==> src/inc/port_clk_defines.svh <==
`ifndef PORT_CLK_DEFINES_SVH
`define PORT_CLK_DEFINES_SVH
// Notes on behaviour
// [RULE_01] A normal read of the port register returns the levels on the eight pins.
// [RULE_02] A read-modify-write read of the port returns the output latch instead.
// [RULE_03] Port bits 0..7 carry timer 2 io, timer 2 trigger, serial rx/tx, ext irqs 2..5.
// [RULE_04] A falling edge on the irq 5 input sets flag bit 7.
// [RULE_05] A rising edge on the irq 4 input sets flag bit 6.
// [RULE_06] A falling edge on the active-low irq 3 input sets flag bit 5.
// [RULE_07] A rising edge on the irq 2 input sets flag bit 4.
// [RULE_08] Bit 3 set selects the crystal clock, cleared selects the on-chip RC oscillator.
// [RULE_09] Setting bit 3 is ignored unless the crystal is warmed up and not disabled.
// [RULE_10] Power-on reset sets bit 3; other resets leave it alone.
// [RULE_11] Bit 2 reads 1 while running from RC, 0 while running from the crystal.
// [RULE_12] Power-on reset clears bits 2 and 1; other resets leave them alone.
// [RULE_13] With bit 1 set the device resumes from power-down on the RC oscillator.
// [RULE_14] With bit 1 clear the device holds after power-down until the crystal is warm.
// [RULE_15] Flags stay set until software writes 0 to them; bit 0 always reads 0.

// register indices; byte address is four times the index
`define REG_PORT_IDX    8'h90
`define REG_FLAGS_IDX   8'h91
`define REG_PORT_ADDR   {2'b00, `REG_PORT_IDX, 2'b00}
`define REG_FLAGS_ADDR  {2'b00, `REG_FLAGS_IDX, 2'b00}
`define REG_LATCH_ADDR  12'h248
`define REG_STATUS_ADDR 12'h24c
`define REG_MASK_ADDR   12'h250

`define FLAG_IRQ5_BIT   7
`define FLAG_IRQ4_BIT   6
`define FLAG_IRQ3_BIT   5
`define FLAG_IRQ2_BIT   4
`define CLK_SEL_BIT     3
`define RC_MODE_BIT     2
`define RESUME_SEL_BIT  1

`define PORT_RESET      8'hff
`define CLK_SEL_POR     1'b1
`define RC_MODE_POR     1'b0
`define RESUME_SEL_POR  1'b0
`define RESP_OKAY       2'b00
`define RESP_SLVERR     2'b10
`endif

==> src/inc/port_clk_pkg.sv <==
package port_clk_pkg;
    typedef struct packed {
        logic clock_source_select;
        logic rc_mode_status;
        logic resume_source_select;
    } clk_ctrl_t;

    typedef struct packed {
        logic timer_two_ext_io;
        logic timer_two_capture_trigger;
        logic second_serial_receive;
    } alt_in_t;

    typedef enum logic [1:0] {
        ST_RUN       = 2'b01,
        ST_HOLD_WARM = 2'b10
    } pwr_state_t;
endpackage

==> src/verilog/port_and_extint_clock_select.sv <==
// Chosen here: the AXI4-Lite register port.
`include "port_clk_defines.svh"

module port_and_extint_clock_select #(
    parameter int ADDR_W = 12
) (
    // clock, reset, enable
    input  wire logic                       aclk,
    input  wire logic                       aresetn,
    input  wire logic                       warm_reset_n,
    input  wire logic                       ce,
    // axi4-lite write
    input  wire logic [ADDR_W-1:0]          awaddr,
    input  wire logic                       awvalid,
    output logic                            awready,
    input  wire logic [31:0]                wdata,
    input  wire logic [3:0]                 wstrb,
    input  wire logic                       wvalid,
    output logic                            wready,
    output logic [1:0]                      bresp,
    output logic                            bvalid,
    input  wire logic                       bready,
    // axi4-lite read
    input  wire logic [ADDR_W-1:0]          araddr,
    input  wire logic                       arvalid,
    output logic                            arready,
    output logic [31:0]                     rdata,
    output logic [1:0]                      rresp,
    output logic                            rvalid,
    input  wire logic                       rready,
    // port pins
    input  wire logic [7:0]                 port_pin_in,
    output logic [7:0]                      port_pin_out,
    output logic [7:0]                      port_pin_oe,
    // alternate functions
    input  wire logic                       timer_two_out,
    input  wire logic                       second_serial_transmit,
    output port_clk_pkg::alt_in_t           alt_in,
    // clock control
    input  wire logic                       crystal_warmed_status,
    input  wire logic                       crystal_disable,
    input  wire logic                       power_down_exit,
    output logic                            use_crystal_clock,
    output logic                            cpu_hold,
    // interrupt
    output logic                            irq
);
    // register state
    logic [7:0]                 port_latch;
    logic [7:0]                 next_port_latch;
    logic [7:0]                 pin_prev;
    logic [7:0]                 next_pin_prev;
    logic [3:0]                 ext_flags;
    logic [3:0]                 next_ext_flags;
    logic [3:0]                 irq_status;
    logic [3:0]                 next_irq_status;
    logic [3:0]                 irq_mask;
    logic [3:0]                 next_irq_mask;
    port_clk_pkg::clk_ctrl_t    clk_ctrl;
    port_clk_pkg::clk_ctrl_t    next_clk_ctrl;
    port_clk_pkg::pwr_state_t   pwr_state;
    port_clk_pkg::pwr_state_t   next_pwr_state;
    // bus state
    logic                       aw_held;
    logic                       next_aw_held;
    logic                       w_held;
    logic                       next_w_held;
    logic [ADDR_W-1:0]          wr_addr;
    logic [ADDR_W-1:0]          next_wr_addr;
    logic [7:0]                 wr_byte;
    logic [7:0]                 next_wr_byte;
    logic                       wr_lane;
    logic                       next_wr_lane;
    logic                       next_bvalid;
    logic [1:0]                 next_bresp;
    logic                       next_rvalid;
    logic [31:0]                next_rdata;
    logic [1:0]                 next_rresp;
    // decode helpers
    logic                       do_write;
    logic                       wr_port;
    logic                       wr_flags;
    logic                       wr_status;
    logic                       wr_mask;
    logic                       wr_ok;
    logic [3:0]                 edge_hit;
    logic [7:0]                 flags_view;
    logic                       ar_take;

    assign awready = ce && !aw_held && !bvalid;
    assign wready  = ce && !w_held && !bvalid;
    assign arready = ce && !rvalid;
    assign ar_take = arvalid && arready;
    assign do_write = ce && aw_held && w_held && !bvalid;

    // write address decode
    always_comb begin
        wr_port   = 1'b0;
        wr_flags  = 1'b0;
        wr_status = 1'b0;
        wr_mask   = 1'b0;
        wr_ok     = 1'b1;
        if (wr_addr == `REG_PORT_ADDR) begin
            wr_port = 1'b1;
        end else if (wr_addr == `REG_FLAGS_ADDR) begin
            wr_flags = 1'b1;
        end else if (wr_addr == `REG_LATCH_ADDR) begin
            wr_port = 1'b1;
        end else if (wr_addr == `REG_STATUS_ADDR) begin
            wr_status = 1'b1;
        end else if (wr_addr == `REG_MASK_ADDR) begin
            wr_mask = 1'b1;
        end else begin
            wr_ok = 1'b0;
        end
    end

    // edge detection on the interrupt pins
    always_comb begin
        edge_hit[3] = pin_prev[7] && !port_pin_in[7]; // RULE_04
        edge_hit[2] = !pin_prev[6] && port_pin_in[6]; // RULE_05
        edge_hit[1] = pin_prev[5] && !port_pin_in[5]; // RULE_06
        edge_hit[0] = !pin_prev[4] && port_pin_in[4]; // RULE_07
    end

    assign flags_view = {ext_flags, clk_ctrl.clock_source_select,
                         clk_ctrl.rc_mode_status, clk_ctrl.resume_source_select,
                         1'b0}; // RULE_15

    // bus channel next state
    always_comb begin
        next_aw_held = aw_held;
        next_w_held  = w_held;
        next_wr_addr = wr_addr;
        next_wr_byte = wr_byte;
        next_wr_lane = wr_lane;
        next_bvalid  = bvalid;
        next_bresp   = bresp;
        next_rvalid  = rvalid;
        next_rdata   = rdata;
        next_rresp   = rresp;
        if (awvalid && awready) begin
            next_aw_held = 1'b1;
            next_wr_addr = awaddr;
        end
        if (wvalid && wready) begin
            next_w_held  = 1'b1;
            next_wr_byte = wdata[7:0];
            next_wr_lane = wstrb[0];
        end
        if (do_write) begin
            next_aw_held = 1'b0;
            next_w_held  = 1'b0;
            next_bvalid  = 1'b1;
            next_bresp   = wr_ok ? `RESP_OKAY : `RESP_SLVERR;
        end else if (ce && bvalid && bready) begin
            next_bvalid = 1'b0;
        end
        if (ar_take) begin
            next_rvalid = 1'b1;
            next_rresp  = `RESP_OKAY;
            next_rdata  = 32'h0000_0000;
            if (araddr == `REG_PORT_ADDR) begin
                next_rdata[7:0] = port_pin_in; // RULE_01
            end else if (araddr == `REG_FLAGS_ADDR) begin
                next_rdata[7:0] = flags_view;
            end else if (araddr == `REG_LATCH_ADDR) begin
                // read-modify-write software reads this view
                next_rdata[7:0] = port_latch; // RULE_02
            end else if (araddr == `REG_STATUS_ADDR) begin
                next_rdata[3:0] = irq_status;
            end else if (araddr == `REG_MASK_ADDR) begin
                next_rdata[3:0] = irq_mask;
            end else begin
                next_rresp = `RESP_SLVERR;
            end
        end else if (ce && rvalid && rready) begin
            next_rvalid = 1'b0;
        end
    end

    always_ff @(posedge aclk) begin
        if (!aresetn) begin
            aw_held <= 1'b0;
            w_held  <= 1'b0;
            wr_addr <= '0;
            wr_byte <= 8'h00;
            wr_lane <= 1'b0;
            bvalid  <= 1'b0;
            bresp   <= `RESP_OKAY;
            rvalid  <= 1'b0;
            rdata   <= 32'h0000_0000;
            rresp   <= `RESP_OKAY;
        end else if (ce) begin
            aw_held <= next_aw_held;
            w_held  <= next_w_held;
            wr_addr <= next_wr_addr;
            wr_byte <= next_wr_byte;
            wr_lane <= next_wr_lane;
            bvalid  <= next_bvalid;
            bresp   <= next_bresp;
            rvalid  <= next_rvalid;
            rdata   <= next_rdata;
            rresp   <= next_rresp;
        end
    end

    // port, flags and interrupt next state
    always_comb begin
        next_port_latch = port_latch;
        next_pin_prev   = port_pin_in;
        next_ext_flags  = ext_flags;
        next_irq_status = irq_status;
        next_irq_mask   = irq_mask;
        if (do_write && wr_lane && wr_port) begin
            next_port_latch = wr_byte;
        end
        if (do_write && wr_lane && wr_flags) begin
            // a written 0 clears, a written 1 leaves the flag alone
            next_ext_flags = ext_flags & wr_byte[7:4]; // RULE_15
        end
        if (do_write && wr_lane && wr_status) begin
            next_irq_status = irq_status & ~wr_byte[3:0];
        end
        if (do_write && wr_lane && wr_mask) begin
            next_irq_mask = wr_byte[3:0];
        end
        // a new edge wins over a clear in the same cycle
        next_ext_flags  = next_ext_flags | edge_hit; // RULE_04 RULE_05 RULE_06 RULE_07
        next_irq_status = next_irq_status | edge_hit;
    end

    // warm reset restores port and flags but not clock control
    always_ff @(posedge aclk) begin
        if (!aresetn || !warm_reset_n) begin
            port_latch <= `PORT_RESET;
            pin_prev   <= `PORT_RESET;
            ext_flags  <= 4'h0;
            irq_status <= 4'h0;
            irq_mask   <= 4'h0;
        end else if (ce) begin
            port_latch <= next_port_latch;
            pin_prev   <= next_pin_prev;
            ext_flags  <= next_ext_flags;
            irq_status <= next_irq_status;
            irq_mask   <= next_irq_mask;
        end
    end

    // clock source control
    always_comb begin
        next_clk_ctrl  = clk_ctrl;
        next_pwr_state = pwr_state;
        if (do_write && wr_lane && wr_flags) begin
            next_clk_ctrl.resume_source_select = wr_byte[`RESUME_SEL_BIT];
            if (!wr_byte[`CLK_SEL_BIT]) begin
                next_clk_ctrl.clock_source_select = 1'b0; // RULE_08
            end else if (crystal_warmed_status && !crystal_disable) begin
                next_clk_ctrl.clock_source_select = 1'b1; // RULE_09
            end
        end
        case (pwr_state)
            port_clk_pkg::ST_RUN: begin
                if (power_down_exit) begin
                    if (clk_ctrl.resume_source_select) begin
                        next_clk_ctrl.clock_source_select = 1'b0; // RULE_13
                    end else begin
                        next_pwr_state = port_clk_pkg::ST_HOLD_WARM; // RULE_14
                    end
                end
            end
            port_clk_pkg::ST_HOLD_WARM: begin
                if (crystal_warmed_status) begin
                    next_pwr_state = port_clk_pkg::ST_RUN; // RULE_14
                end
            end
            default: begin
                next_pwr_state = port_clk_pkg::ST_RUN;
            end
        endcase
        next_clk_ctrl.rc_mode_status = !next_clk_ctrl.clock_source_select; // RULE_11
    end

    // only power-on reset touches these; warm reset deliberately ignored
    always_ff @(posedge aclk) begin
        if (!aresetn) begin
            clk_ctrl.clock_source_select  <= `CLK_SEL_POR; // RULE_10
            clk_ctrl.rc_mode_status       <= `RC_MODE_POR; // RULE_12
            clk_ctrl.resume_source_select <= `RESUME_SEL_POR; // RULE_12
            pwr_state                     <= port_clk_pkg::ST_RUN;
        end else if (ce) begin
            clk_ctrl  <= next_clk_ctrl;
            pwr_state <= next_pwr_state;
        end
    end

    // pins: open-drain style, alternate outputs ANDed with the latch
    always_comb begin
        port_pin_out    = 8'h00;
        port_pin_oe     = ~port_latch;
        port_pin_oe[0]  = !(port_latch[0] && timer_two_out); // RULE_03
        port_pin_oe[3]  = !(port_latch[3] && second_serial_transmit); // RULE_03
    end

    assign alt_in.timer_two_ext_io          = port_pin_in[0]; // RULE_03
    assign alt_in.timer_two_capture_trigger = port_pin_in[1]; // RULE_03
    assign alt_in.second_serial_receive     = port_pin_in[2]; // RULE_03
    assign use_crystal_clock = clk_ctrl.clock_source_select; // RULE_08
    assign cpu_hold = (pwr_state == port_clk_pkg::ST_HOLD_WARM);
    assign irq = |(irq_status & irq_mask);
endmodule

==> config.mk <==
export PLATFORM = sky130hd
export DESIGN_NAME = port_and_extint_clock_select
export DESIGN_NICKNAME = d
export VERILOG_FILES = /design/src/inc/port_clk_pkg.sv /design/src/verilog/port_and_extint_clock_select.sv
export VERILOG_INCLUDE_DIRS = /design/src /design/src/inc
export SDC_FILE = /design/constraint.sdc
export NUM_CORES = 1
export LEC_CHECK = 0
export BUFFER_PORTS_ARGS = -buffer_cell sky130_fd_sc_hd__buf_4
export CAP_MARGIN = 25
export CORE_MARGIN = 4
export CORE_UTILIZATION = 43
export CTS_CLUSTER_SIZE = 20
export DETAILED_ROUTE_END_ITERATION = 7
export GPL_TIMING_DRIVEN = 0
export PLACE_DENSITY_LB_ADDON = 0.25
export SETUP_SLACK_MARGIN = 0.3
export SYNTH_ARGS = -nofsm -noshare
export SYNTH_HDL_FRONTEND = slang
export SYNTH_SLANG_ARGS = --single-unit
==> constraint.sdc <==
create_clock -name aclk -period 1.5 [get_ports aclk]
set_input_delay 0 -clock aclk [delete_from_list [all_inputs] [get_ports aclk]]
set_output_delay 0 -clock aclk [all_outputs]
set_load 0.02 [all_outputs]
# Word-level counts from Yosys, hierarchy flattened
# Cells that the tools add are included.
dict set report totals {
  reg_bits 70
  inputBits 82
  out_inout_bits 63
  wordCells 150
}
dict set report op_classes {
  n_eq_ne 15
  muxes 50
  bitwise_logic 7
  n_reduce_logical 59
}
# op n
set ops {}
lappend ops {{$eq 12x10->1 const B} 10}
lappend ops {{$mux 1} 32}
lappend ops {{$logic_and 1x1->1} 27}
lappend ops {{$mux 4} 6}
lappend ops {{$reduce_and 2->1} 11}
lappend ops {{$mux 2} 9}
lappend ops {{$mux 8} 2}
lappend ops {{$logic_not 1->1} 14}
lappend ops {{$and 4x4->4} 3}
lappend ops {{$not 8->8} 1}
lappend ops {{$or 4x4->4} 2}
lappend ops {{$reduce_bool 2->1} 4}
lappend ops {{$ne 2x2->1 const B} 3}
lappend ops {{$not 4->4} 1}
lappend ops {{$pmux 2 s2} 1}
lappend ops {{$reduce_and 4->1} 1}
lappend ops {{$reduce_or 4->1} 1}
lappend ops {{$eq 2x1->1 const B} 1}
lappend ops {{$eq 2x2->1 const B} 1}
lappend ops {{$logic_or 1x1->1} 1}

# Logic depth before layout (Yosys ltp)
# Gate-level depths: netlist of run 1.
dict set report logic_depth {
  depth_word 10
  ltp_mapped 7
  mapped_depth_nobuf 4
}

# Worst setup path after synthesis of run 1
# Ideal clock, no wire load.
dict set report synth_path {
  kind {register -> register}
  from {reg bvalid}
  to {reg wr_byte[0]}
  setup_time_ns 0.071
  arrival_ns 1.661
  t_required_ns 1.429
  setup_slack_ns -0.232
  stages_incl_launch_ff 6
  n_path_buf 1
  synth_period_minus_slack_ns 1.732
  cell_sequence {dfxtp_1 nor3b_1 and2_1 clkbuf_1 nand2_1 a21oi_1}
}
dict set report synth_between {
  elab_chain_len 4
}
# item line
set synth_rtl {}
lappend synth_rtl {{start: declaration} port_and_extint_clock_select.sv:21} ;# output logic bvalid,
lappend synth_rtl {{start signal: assignment} port_and_extint_clock_select.sv:200} ;# bvalid <= next_bvalid;
lappend synth_rtl {{$logic_not 1->1} port_and_extint_clock_select.sv:91} ;# assign wready = ce && !w_held && !bvalid;
lappend synth_rtl {{$logic_and 1x1->1} port_and_extint_clock_select.sv:91}
lappend synth_rtl {{via wready} port_and_extint_clock_select.sv:19} ;# output logic wready,
lappend synth_rtl {{$logic_and 1x1->1} port_and_extint_clock_select.sv:146} ;# if (wvalid && wready) begin
lappend synth_rtl {{$reduce_and 2->1 (no source line)} -}
lappend synth_rtl {{end signal: assignment} port_and_extint_clock_select.sv:198} ;# wr_byte <= next_wr_byte;
lappend synth_rtl {{end: declaration} port_and_extint_clock_select.sv:70} ;# logic [7:0] wr_byte;
# The timed path passes the listed nets, and every way through them passes these cells.
# A chain may end at the register's enable or synchronous reset.

# Worst setup path in the final report of run 1
dict set report layout_path {
  from {reg wr_addr[7]}
  to {reg ext_flags[2]}
}
dict set report layout_between {
  elab_chain_len 6
  word_cells_on_any_way 7
  cone_classes {eq/ne: 2; mux: 3; bitwise: 1; reduce/logical: 1}
}
# item line
set layout_rtl {}
lappend layout_rtl {{start: declaration} port_and_extint_clock_select.sv:68} ;# logic [ADDR_W-1:0] wr_addr;
lappend layout_rtl {{start signal: assignment} port_and_extint_clock_select.sv:197} ;# wr_addr <= next_wr_addr;
lappend layout_rtl {{$eq 12x10->1 (no source line)} -}
lappend layout_rtl {{$mux 1} port_and_extint_clock_select.sv:105} ;# end else if (wr_addr == `REG_FLAGS_ADDR) begin
lappend layout_rtl {{$mux 1 *} port_and_extint_clock_select.sv:103} ;# if (wr_addr == `REG_PORT_ADDR) begin
lappend layout_rtl {{$logic_and 1x1->1 *} port_and_extint_clock_select.sv:218} ;# if (do_write && wr_lane && wr_flags) begin
lappend layout_rtl {{$mux 4 *} port_and_extint_clock_select.sv:218}
lappend layout_rtl {{$or 4x4->4 *} port_and_extint_clock_select.sv:229} ;# next_ext_flags = next_ext_flags | edge_hit;
lappend layout_rtl {{end signal: assignment} port_and_extint_clock_select.sv:244} ;# ext_flags <= next_ext_flags;
lappend layout_rtl {{end: declaration} port_and_extint_clock_select.sv:53} ;# logic [3:0] ext_flags;
# Mark *: on every way between the ends. The rest lies on a longest branch, timed or not.

==> results of run 1 <==
[flip-flops by register name, summed over array words and instances (netlist names), 2 cells and up]
name,flops
clk_ctrl,2
ext_flags,4
wr_byte,8
irq_mask,4
rdata,8
pwr_state,2
port_latch,8
irq_status,4
pin_prev,4
wr_addr,12
[cells in the mapped netlist, types with 2 or more instances]
cell       count  share of area
nand2_1       63          0.072
nand4b_1       3         0.0080
nor4b_1        2         0.0053
a22o_1         4          0.011
and2_1         3         0.0057
nand4_1        5         0.0095
a31oi_1        8          0.015
and3b_1        3         0.0080
inv_1          7         0.0080
and4b_1        3         0.0092
a22oi_1        6          0.014
clkbuf_1      16          0.018
o211ai_1       4         0.0092
nor3b_1        5          0.011
nor3_1         5         0.0076
nand3_1       24          0.037
nand2b_1       7          0.013
dfxtp_1       64           0.39
o2111ai_1      5          0.013
and3_1         3         0.0057
nor2b_1        9          0.017
buf_4         37          0.085
o21ai_1        3         0.0046
buf_1          2         0.0023
mux2i_1        5          0.015
buf_2          2         0.0031
a21oi_1       40          0.061
or3_1          3         0.0057
o21ai_0       36          0.055
nor4_1         2         0.0038
nor2_1        20          0.023
[worst register-to-register path, stage by stage (launching register included)]
cell	delay (ns)
dfxtp_1	0.35
nor4b_4	0.42
nand4b_1	0.28
nor3_4	0.27
buf_6	0.16
a21oi_2	0.05
[final timing paths]
check	start	to	slack, ns
min	araddr[3]	rresp[1]$_SDFFE_PN0P_	0.03
min reg2reg	pin_prev[4]$_SDFFE_PP1P_	pin_prev[4]$_SDFFE_PP1P_	0.47
max	wr_addr[7]$_SDFFE_PN0P_	ext_flags[2]$_SDFFE_PP0P_	-0.17
max reg2reg	wr_addr[7]$_SDFFE_PN0P_	ext_flags[2]$_SDFFE_PP0P_	-0.17
[layer usage]
metal  routed length [um]  vias up  GRT usage
li1                     -     1785          -
met5                    0        -          0
met2                 5890      213      0.413
met4                  585        0      0.125
met1                 4440     1736      0.266
met3                  797       56     0.0466
[logic make-up (layout without fill, tap and decap cells)]
family	after synthesis	after routing
and+or+nand+nor	171	171
muxes	5	5
buffers and inverters	66	226
other	1	34
DFF	64	64
AOI/OAI and AO/OA	109	109
[metrics by stage]
step	setup slack (ns)	std cells	TNS, ns	area [um2]	util
floorplan	0.119	449	0	3510	-
global placement	-0.126	630	-0.976	4250	0.580
detailed placement	-0.114	630	-1.11	4250	0.580
CTS	-0.0309	700	-0.0870	5210	0.711
global route	-0.242	708	-3.90	5620	0.767
finish	-0.165	708	-2.00	5620	0.767
[where the power goes]
part	switching [W]	leakage, nW	internal [W]
sequential	0.0000621	0.525	0.00175
combinational	0.000462	1.79	0.000441
clock	0.000707	0.117	0.00101
[placed cells by master (no fill, tap or decap), types with 5 or more instances in the layout]
cell type,Yosys,layout
a21oi_1,40,10
nand2_4,0,17
a22oi_1,6,6
nand3_2,0,5
buf_6,1,14
conb_1,1,34
mux2i_1,5,5
nand2b_1,7,5
dfxtp_1,64,59
inv_1,7,7
clkbuf_1,16,9
buf_8,0,7
nor2_1,20,18
o21ai_2,0,14
buf_4,37,132
a31oi_1,8,7
nand4_1,5,5
a21oi_2,0,30
clkbuf_8,0,13
o21ai_0,36,20
nand2_2,0,6
dlygate4sd3_1,0,36
nor2b_1,9,7
o21ai_1,3,5
nand2_1,63,40
nand3_1,24,17
[repair_timing]
item | CTS | global route
resized for setup | 72 | 88
buffers inserted | 12 | 8
pin swaps | 20 | 36
endpoints found under the setup margin | 53 | 60
gates cloned | 6 | 0
hold buffers | 36 | 0
hold endpoints to repair | 41 | 0
[layout make-up]
cell class,instances,area [um2],area share
buffer,58,442,0.0786
clock buffer,13,190,0.0338
clock inverter,3,43.8,0.00779
inverter,8,30.0,0.00534
multi-input combinational,319,2260,0.402
sequential,64,1300,0.231
tap,99,124,0.0220
timing repair buffer,144,1230,0.220
==> flow_summary.yaml, run 1 <==
floorplan:
  fp.dieH_um: 95.3
  core_um2: 7330
  die_area_um2: 9090
  start_util: 0.448
  die_x_um: 95.3
  rows: 31
  top_level_ports: 145
detailed_routing:
  drc: 0
  drt_iter0_drc: 255
  drt-pass1-iter-count: 7
  ant_nets: 0
  wirelength_um: 11700
  viasPerCell: 5.35
  via_count: 3790
  wl_per_cell_um: 16.5
synthesis:
  syn_inst: 416
  synth-seq-cells: 64
  syn_area_um2: 3280
  synth_top_family_by_area: "simple AND/OR/NAND/NOR gates"
  post_synth_xor_area_fraction: 0
  synth_mux_area_frac: 0.0153
  synthSimpleGateAreaFrac: 0.282
  avgSynthCellArea_um2: 7.89
  synthAdderAreaFrac: 0
  synth-compound-area-share: 0.190
  synth-edff-count: 0
  async_reset_ff_frac: 0
  synth_ff_type: "dfxtp_1"
  ys_types: 48
  ys_seq_area_frac: 0.391
  synth_warnings: 0
power_and_ir_drop:
  p_leak_nw: 2.43
  power_w: 0.00443
  vdd_ir_drop_max_v: 0.000511
  powerDensity_nw_per_um2: 789
sta:
  slew_viol_final: 0
  hold_violations: 0
  whs_ns: 0.0278
  clock-skew-final_ns: 0.0145
  slew_headroom: 0.513
  fin_ws_ns: -0.165
  fin_crit_ns: 1.67
  setup_viol: 23
  fmax_ghz: 0.601
  tightest_slew_ns: 0.730
  fin_crit_sh: 1.11
  rsz0062_at_grt: "true"
critical_path:
  path_buf_inv: 1
  critPathMaxStageDelay_ns: 0.42
  r2r_cells: 5
  crit_fanout: 4
  crit_cells: 5
  startpoint_type: "register"
  path_delay_family: "simple AND/OR/NAND/NOR gates"
  cp_cell_sequence: "nor4b_4 -> nand4b_1 -> nor3_4 -> buf_6 -> a21oi_2"
  slowest_stage: "nor4b_4"
  arrival_ns: 1.89
  required_ns: 1.72
  crit_path_end_kind: "register"
  criticalPathCategory: "reg -> reg"
min_path:
  hold_class: "in -> reg"
  min_path_cells: 3
run_status:
  violations: "setup timing"
  outcome: "finished with violations"
placed_design:
  port_buffers: 82
  gp_congestion: 0.876
  place_hpwl_um: 7040
cts:
  htree_levels: 3
  cts.path.max_buffers: 2
  cts_made_buffers: 9
  cts_tree: "yes"
  cts.sinks: 64
  path_clk_slew_ns: 0.08
  clkLatencyLatePin_ns: 0.35
  cts-root-buf: "clkbuf_8"
grt:
  antenna_found_initial: 0
  grt_pass1_vias: 3571
  grt_pass1_wl_um: 16600
  grt_max_degree: 12
  grtUsageTotal: 0.235
  grt_overflow: 0
layout:
  drive_gt1_frac: 0.463
  nFillCells: 474
  syn2layout_area_growth_pct: 71.3
  fin_nets: 686
  antennaDiodeCount: 0
run:
  maxCapViolCount: 0
Note: power is estimated with default switching activity, not from simulation.
==> run 2, diff against run 1 <==
Settings changed: CORE_MARGIN 4 to 2, RECOVER_POWER set to 100.
==> run 2 against run 1 <==
Clock skew decreased by 0.0063 ns. Total power down 11%. The run still ends with setup timing left. Largest cell class unchanged. Critical endpoint is now clk_ctrl[0]$_SDFFE_PN0P_. Cell count decreased by 0.85%.
==> flow_summary.yaml, run 2 (synthesized netlist as in run 1, its figures left out) <==
cts:
  cts.sinks: 64
  clkLatencyLatePin_ns: 0.35
  cts_tree: "yes"
  cts.path.max_buffers: 2
  cts-root-buf: "clkbuf_8"
  htree_levels: 3
  cts_made_buffers: 9
  path_clk_slew_ns: 0.07
placed_design:
  place_ws_ns: -0.157
  gp_congestion: 0.894
  port_buffers: 82
  place_hpwl_um: 6770
  place_area_um2: 4250
  dp.cells: 630
detailed_routing:
  ant_nets: 0
  wirelength_um: 10700
  drt-pass1-iter-count: 4
  drc: 0
  drt_iter0_drc: 230
  via_count: 3673
  viasPerCell: 5.23
  wl_per_cell_um: 15.3
critical_path:
  r2r_cells: 5
  path_delay_family: "simple AND/OR/NAND/NOR gates"
  cp_cell_sequence: "nor4b_4 -> nand4b_1 -> nor3_4 -> buf_6 -> mux2i_1"
  crit_path_end_kind: "register"
  r2r_end: "clk_ctrl[0]$_SDFFE_PN0P_"
  criticalPathCategory: "reg -> reg"
  arrival_ns: 1.82
  required_ns: 1.78
  r2r_start: "wr_addr[7]$_SDFFE_PN0P_"
  path_buf_inv: 1
  rrSetupSlack_ns: -0.04
  crit_fanout: 6
  startpoint_type: "register"
  slowest_stage: "nor4b_4"
  critPathMaxStageDelay_ns: 0.37
min_path:
  hold_class: "in -> reg"
  hp-start: "crystal_warmed_status"
  min_path_cells: 4
  worst_hold_path.endpoint: "pwr_state[1]$_SDFFE_PN0P_"
sta:
  slew_headroom: 0.499
  tns_ns: -0.0805
  tightest_slew_ns: 0.752
  fin_ws_ns: -0.0404
  setup_viol: 5
  clock-skew-final_ns: 0.00828
  hold_violations: 0
  slew_viol_final: 0
  rsz0062_at_grt: "true"
  fin_crit_sh: 1.03
  fmax_ghz: 0.649
  fin_crit_ns: 1.54
power_and_ir_drop:
  power_w: 0.00397
  p_leak_nw: 2.26
  powerDensity_nw_per_um2: 736
  vdd_ir_drop_max_v: 0.000601
layout:
  syn2layout_area_growth_pct: 64.3
  largest_reg_flops: 12
  fin_nets: 680
  layout_common_cells: "buf_4 (103), dfxtp_1 (59), nand2_1 (41)"
  nFillCells: 554
  top_register: "wr_addr"
  antennaDiodeCount: 0
  final_cells: 702
  stdcell_area_um2: 5390
  drive_gt1_frac: 0.408
  final_common_cell: "buf_4"
floorplan:
  die_area_um2: 8340
  start_util: 0.448
  fp.dieH_um: 91.3
  top_level_ports: 145
  core_um2: 7330
  rows: 31
  die_x_um: 91.3
run:
  maxCapViolCount: 0
grt:
  grt_pass1_wl_um: 15900
  grtUsageTotal: 0.240
  grt_max_degree: 11
  antenna_found_initial: 0
  grt_overflow: 0
  grt_pass1_vias: 3289
run_status:
  outcome: "finished with violations"
  violations: "setup timing"
run 2: cell types whose count changed in the layout (fill, tap and decap cells not counted), sizes merged:
cell,delta
clkinv,+2
bufinv,-1
buf,-28
clkinvlp,-1
clkbuf,+22
run 2: area by class of cell:
class | instances | area, um2 | share of cell area
sequential | 64 | 1300 | 0.241
inverter | 8 | 30.0 | 0.00557
multi-input combinational | 319 | 2220 | 0.412
clock buffer | 13 | 149 | 0.0276
clock inverter | 3 | 16.3 | 0.00302
buffer | 58 | 459 | 0.0852
timing repair buffer | 138 | 1090 | 0.203
tap | 99 | 124 | 0.0230
run 2: timing repair:
item / in CTS / in global routing
gates resized for setup: 48 / 110
hold buffers: 36 / 0
pin swaps: 21 / 47
hold endpoints to repair: 43 / 0
setup endpoints to repair: 49 / 59
cloned: 6 / 0
setup buffers: 9 / 5
run 2: worst max path at each step:
stage	from	end	slack, ns	cells after the start
5_1_grt	wr_addr[11]$_SDFFE_PN0P_	clk_ctrl[1]$_SDFFE_PN0P_	-0.19	5
4_1_cts	wr_addr[11]$_SDFFE_PN0P_	clk_ctrl[0]$_SDFFE_PN0P_	-0.05	4
6_report	wr_addr[7]$_SDFFE_PN0P_	clk_ctrl[0]$_SDFFE_PN0P_	-0.04	5
3_5_place_dp	araddr[11]	rdata[5]$_SDFFE_PN0P_	-0.16	6
3_3_place_gp	araddr[11]	rdata[1]$_SDFFE_PN0P_	-0.12	6
2_1_floorplan	bvalid$_SDFFE_PN0P_	clk_ctrl[0]$_SDFFE_PN0P_	0.12	5
run 2: report_power, final:
part	total, W	switching, W	internal (W)
logic	0.000851	0.000443	0.000407
registers	0.00182	0.0000615	0.00176
clock network	0.00130	0.000657	0.000642
total	0.00397	0.00116	0.00280
run 2: tightest hold or removal path, delay by kind of cell:
family                 cells  cell delay, ns
AO/OA/AOI/OAI              2            0.21
buffers and inverters      1            0.10
AND/OR/NAND/NOR            1            0.05
run 2: metrics by stage:
| step | util | hold WS, ns |
|---|---|---|
| final | 0.735 | 0.0546 |
| after floorplan | - | 0.113 |
| after detailed placement | 0.580 | 0.248 |
| after CTS | 0.692 | 0.0339 |
| after global placement | 0.580 | 0.239 |
| after global routing | 0.735 | 0.0714 |
run 2: routing by layer:
metal / up-vias / track usage / part of all wire
met4: 0 / 0.0821 / 0.021
met2: 118 / 0.420 / 0.52
li1: 1774 / - / -
met3: 23 / 0.0432 / 0.051
met1: 1758 / 0.295 / 0.40
met5: - / 0 / 0
==> run 3, diff against run 2 <==
Settings changed: ABC_AREA set to 1.
==> run 3 against run 2 <==
The run still ends with setup timing left. Worst hold slack worse by 0.050 ns. Largest power group unchanged. Global-route usage down 1.2 points. Utilization shrank 2.8 points.
==> flow_summary.yaml, run 3 <==
critical_path:
  r2r_cells: 7
  arrival_ns: 1.74
  crit_path_start: "wr_addr[7]$_SDFFE_PN0P_"
  r2r_start: "wr_addr[7]$_SDFFE_PN0P_"
  crit_path_end_kind: "register"
  r2r_end: "port_latch[3]$_SDFFE_PP1P_"
  criticalPathCategory: "reg -> reg"
  rrSetupSlack_ns: -0.02
  crit_fanout: 5
  startpoint_type: "register"
  cp-endpoint: "port_latch[3]$_SDFFE_PP1P_"
  required_ns: 1.72
min_path:
  hold_class: "in -> reg"
  hp-start: "ce"
sta:
  rsz0062_at_grt: "true"
  clock-skew-final_ns: 0.0103
  fin_crit_ns: 1.52
  slew_viol_final: 0
  tightest_slew_ns: 0.850
  fmax_ghz: 0.656
  fin_crit_sh: 1.02
  hold_violations: 0
  slew_headroom: 0.433
  fin_ws_ns: -0.0242
  setup_viol: 1
cts:
  htree_levels: 3
  cts.sinks: 64
  cts_made_buffers: 9
  cts.path.max_buffers: 2
  cts-root-buf: "clkbuf_8"
  cts_tree: "yes"
  path_clk_slew_ns: 0.07
  clkLatencyLatePin_ns: 0.34
synthesis:
  async_reset_ff_frac: 0
  synth_area_leaders: "dfxtp_1 (40%), buf_4 (8.6%), nand2_1 (8.0%)"
  synth_most_common_cell: "nand2_1"
  syn_area_um2: 3240
  synth-edff-count: 0
  avgSynthCellArea_um2: 7.27
  synth_ff_type: "dfxtp_1"
  synthTopCellsByCount: "nand2_1 (69), dfxtp_1 (64), nor2_1 (61)"
  synth_top_cell_by_area: "dfxtp_1"
  ys_seq_area_frac: 0.396
  synthDominantCellAreaShare: 0.396
  synth_warnings: 0
  synth-seq-cells: 64
  ys_types: 38
  syn_inst: 445
detailed_routing:
  drc: 0
  drt_iter0_drc: 245
  drt-pass1-iter-count: 5
  viasPerCell: 4.91
  ant_nets: 0
  wirelength_um: 10300
  wl_per_cell_um: 14.1
  via_count: 3577
run:
  maxCapViolCount: 0
placed_design:
  port_buffers: 83
  gp_congestion: 0.859
  dp.cells: 660
  place_hpwl_um: 6460
grt:
  grtUsageTotal: 0.228
  grt_max_degree: 11
  grt_pass1_wl_um: 15200
  grt_pass1_vias: 3299
  antenna_found_initial: 0
  grt_overflow: 0
layout:
  antennaDiodeCount: 0
  syn2layout_area_growth_pct: 58.6
  drive_gt1_frac: 0.394
  nFillCells: 553
  top_register: "wr_addr"
  final_cells: 729
  largest_reg_flops: 12
  finish.utilization: 0.708
  final_common_cell: "buf_4"
  fin_nets: 707
  layout_common_cells: "buf_4 (110), nand2_1 (59), dfxtp_1 (52)"
floorplan:
  fp.dieH_um: 90.8
  rows: 31
  die_area_um2: 8240
  die_x_um: 90.8
  start_util: 0.446
  core_um2: 7250
  top_level_ports: 145
power_and_ir_drop:
  powerDensity_nw_per_um2: 822
  p_leak_nw: 2.41
  vdd_ir_drop_max_v: 0.000648
run_status:
  outcome: "finished with violations"
  violations: "setup timing"
-- run 3: through the flow --
stage | hold WS [ns] | setup TNS [ns] | power [W] | setup slack [ns] | area, um2
final | 0.00506 | -0.0242 | 0.00422 | -0.0242 | 5130
after global routing | 0.0320 | -1.12 | 0.00439 | -0.132 | 5130
after CTS | 0.0371 | 0 | 0.00409 | 0.0584 | 4880
after detailed placement | 0.242 | -0.0836 | 0.00249 | -0.0559 | 4140
after global placement | 0.243 | 0 | 0.00248 | 0.0229 | 4140
after floorplan | 0.113 | 0 | 0.00226 | 0.140 | 3400
-- run 3: cells by family after synthesis --
logic type,synth area share
and+or+nand+nor,0.261
other,0.00116
AOI/OAI and AO/OA,0.180
buffers and inverters,0.162
DFF,0.396
-- run 3: critical path, stage by stage, from the launching register on --
cell	delay, ns
dfxtp_1	0.31
inv_1	0.12
nand3_2	0.13
nor2_4	0.22
nand4_4	0.22
buf_6	0.19
a21oi_2	0.11
o21ai_1	0.10
-- run 3: layer usage --
metal / up-vias / global-route usage / routed length [um]
met1: 1614 / 0.267 / 4120
met4: 0 / 0.0744 / 157
li1: 1764 / - / -
met2: 181 / 0.397 / 5160
met3: 18 / 0.0693 / 838
met5: - / 0 / 0
-- run 3: area by class of cell --
type / count / area [um2] / share of cell area
inverter: 50 / 196 / 0.0383
sequential: 64 / 1300 / 0.253
buffer: 47 / 358 / 0.0697
timing repair buffer: 134 / 1110 / 0.216
tap: 99 / 124 / 0.0241
clock buffer: 13 / 159 / 0.0310
clock inverter: 3 / 40.0 / 0.00780
multi-input combinational: 319 / 1850 / 0.360
-- run 3: worst min-delay path by stage --
stage | to | slack, ns | cells after the start
finish | rvalid$_SDFFE_PN0P_ | 0.005 | 4
global route | rvalid$_SDFFE_PN0P_ | 0.03 | 4
CTS | rresp[1]$_SDFFE_PN0P_ | 0.04 | 4
detailed placement | pin_prev[6]$_SDFFE_PP1P_ | 0.24 | 3
global placement | pin_prev[6]$_SDFFE_PP1P_ | 0.24 | 3
floorplan | alt_in[0] | 0.11 | 1
-- run 3: repair_timing --
item,CTS,global route
gates cloned,2,3
buffers inserted,13,7
pin swaps,13,24
hold buffers,29,0
endpoints found under the setup margin,43,57
endpoints found under the hold margin,38,0
resized for setup,45,91
-- run 3: where the power goes --
part / total [W] / internal [W] / switching (W)
logic: 0.000864 / 0.000395 / 0.000469
registers: 0.00184 / 0.00178 / 0.0000619
clock network: 0.00152 / 0.000855 / 0.000665
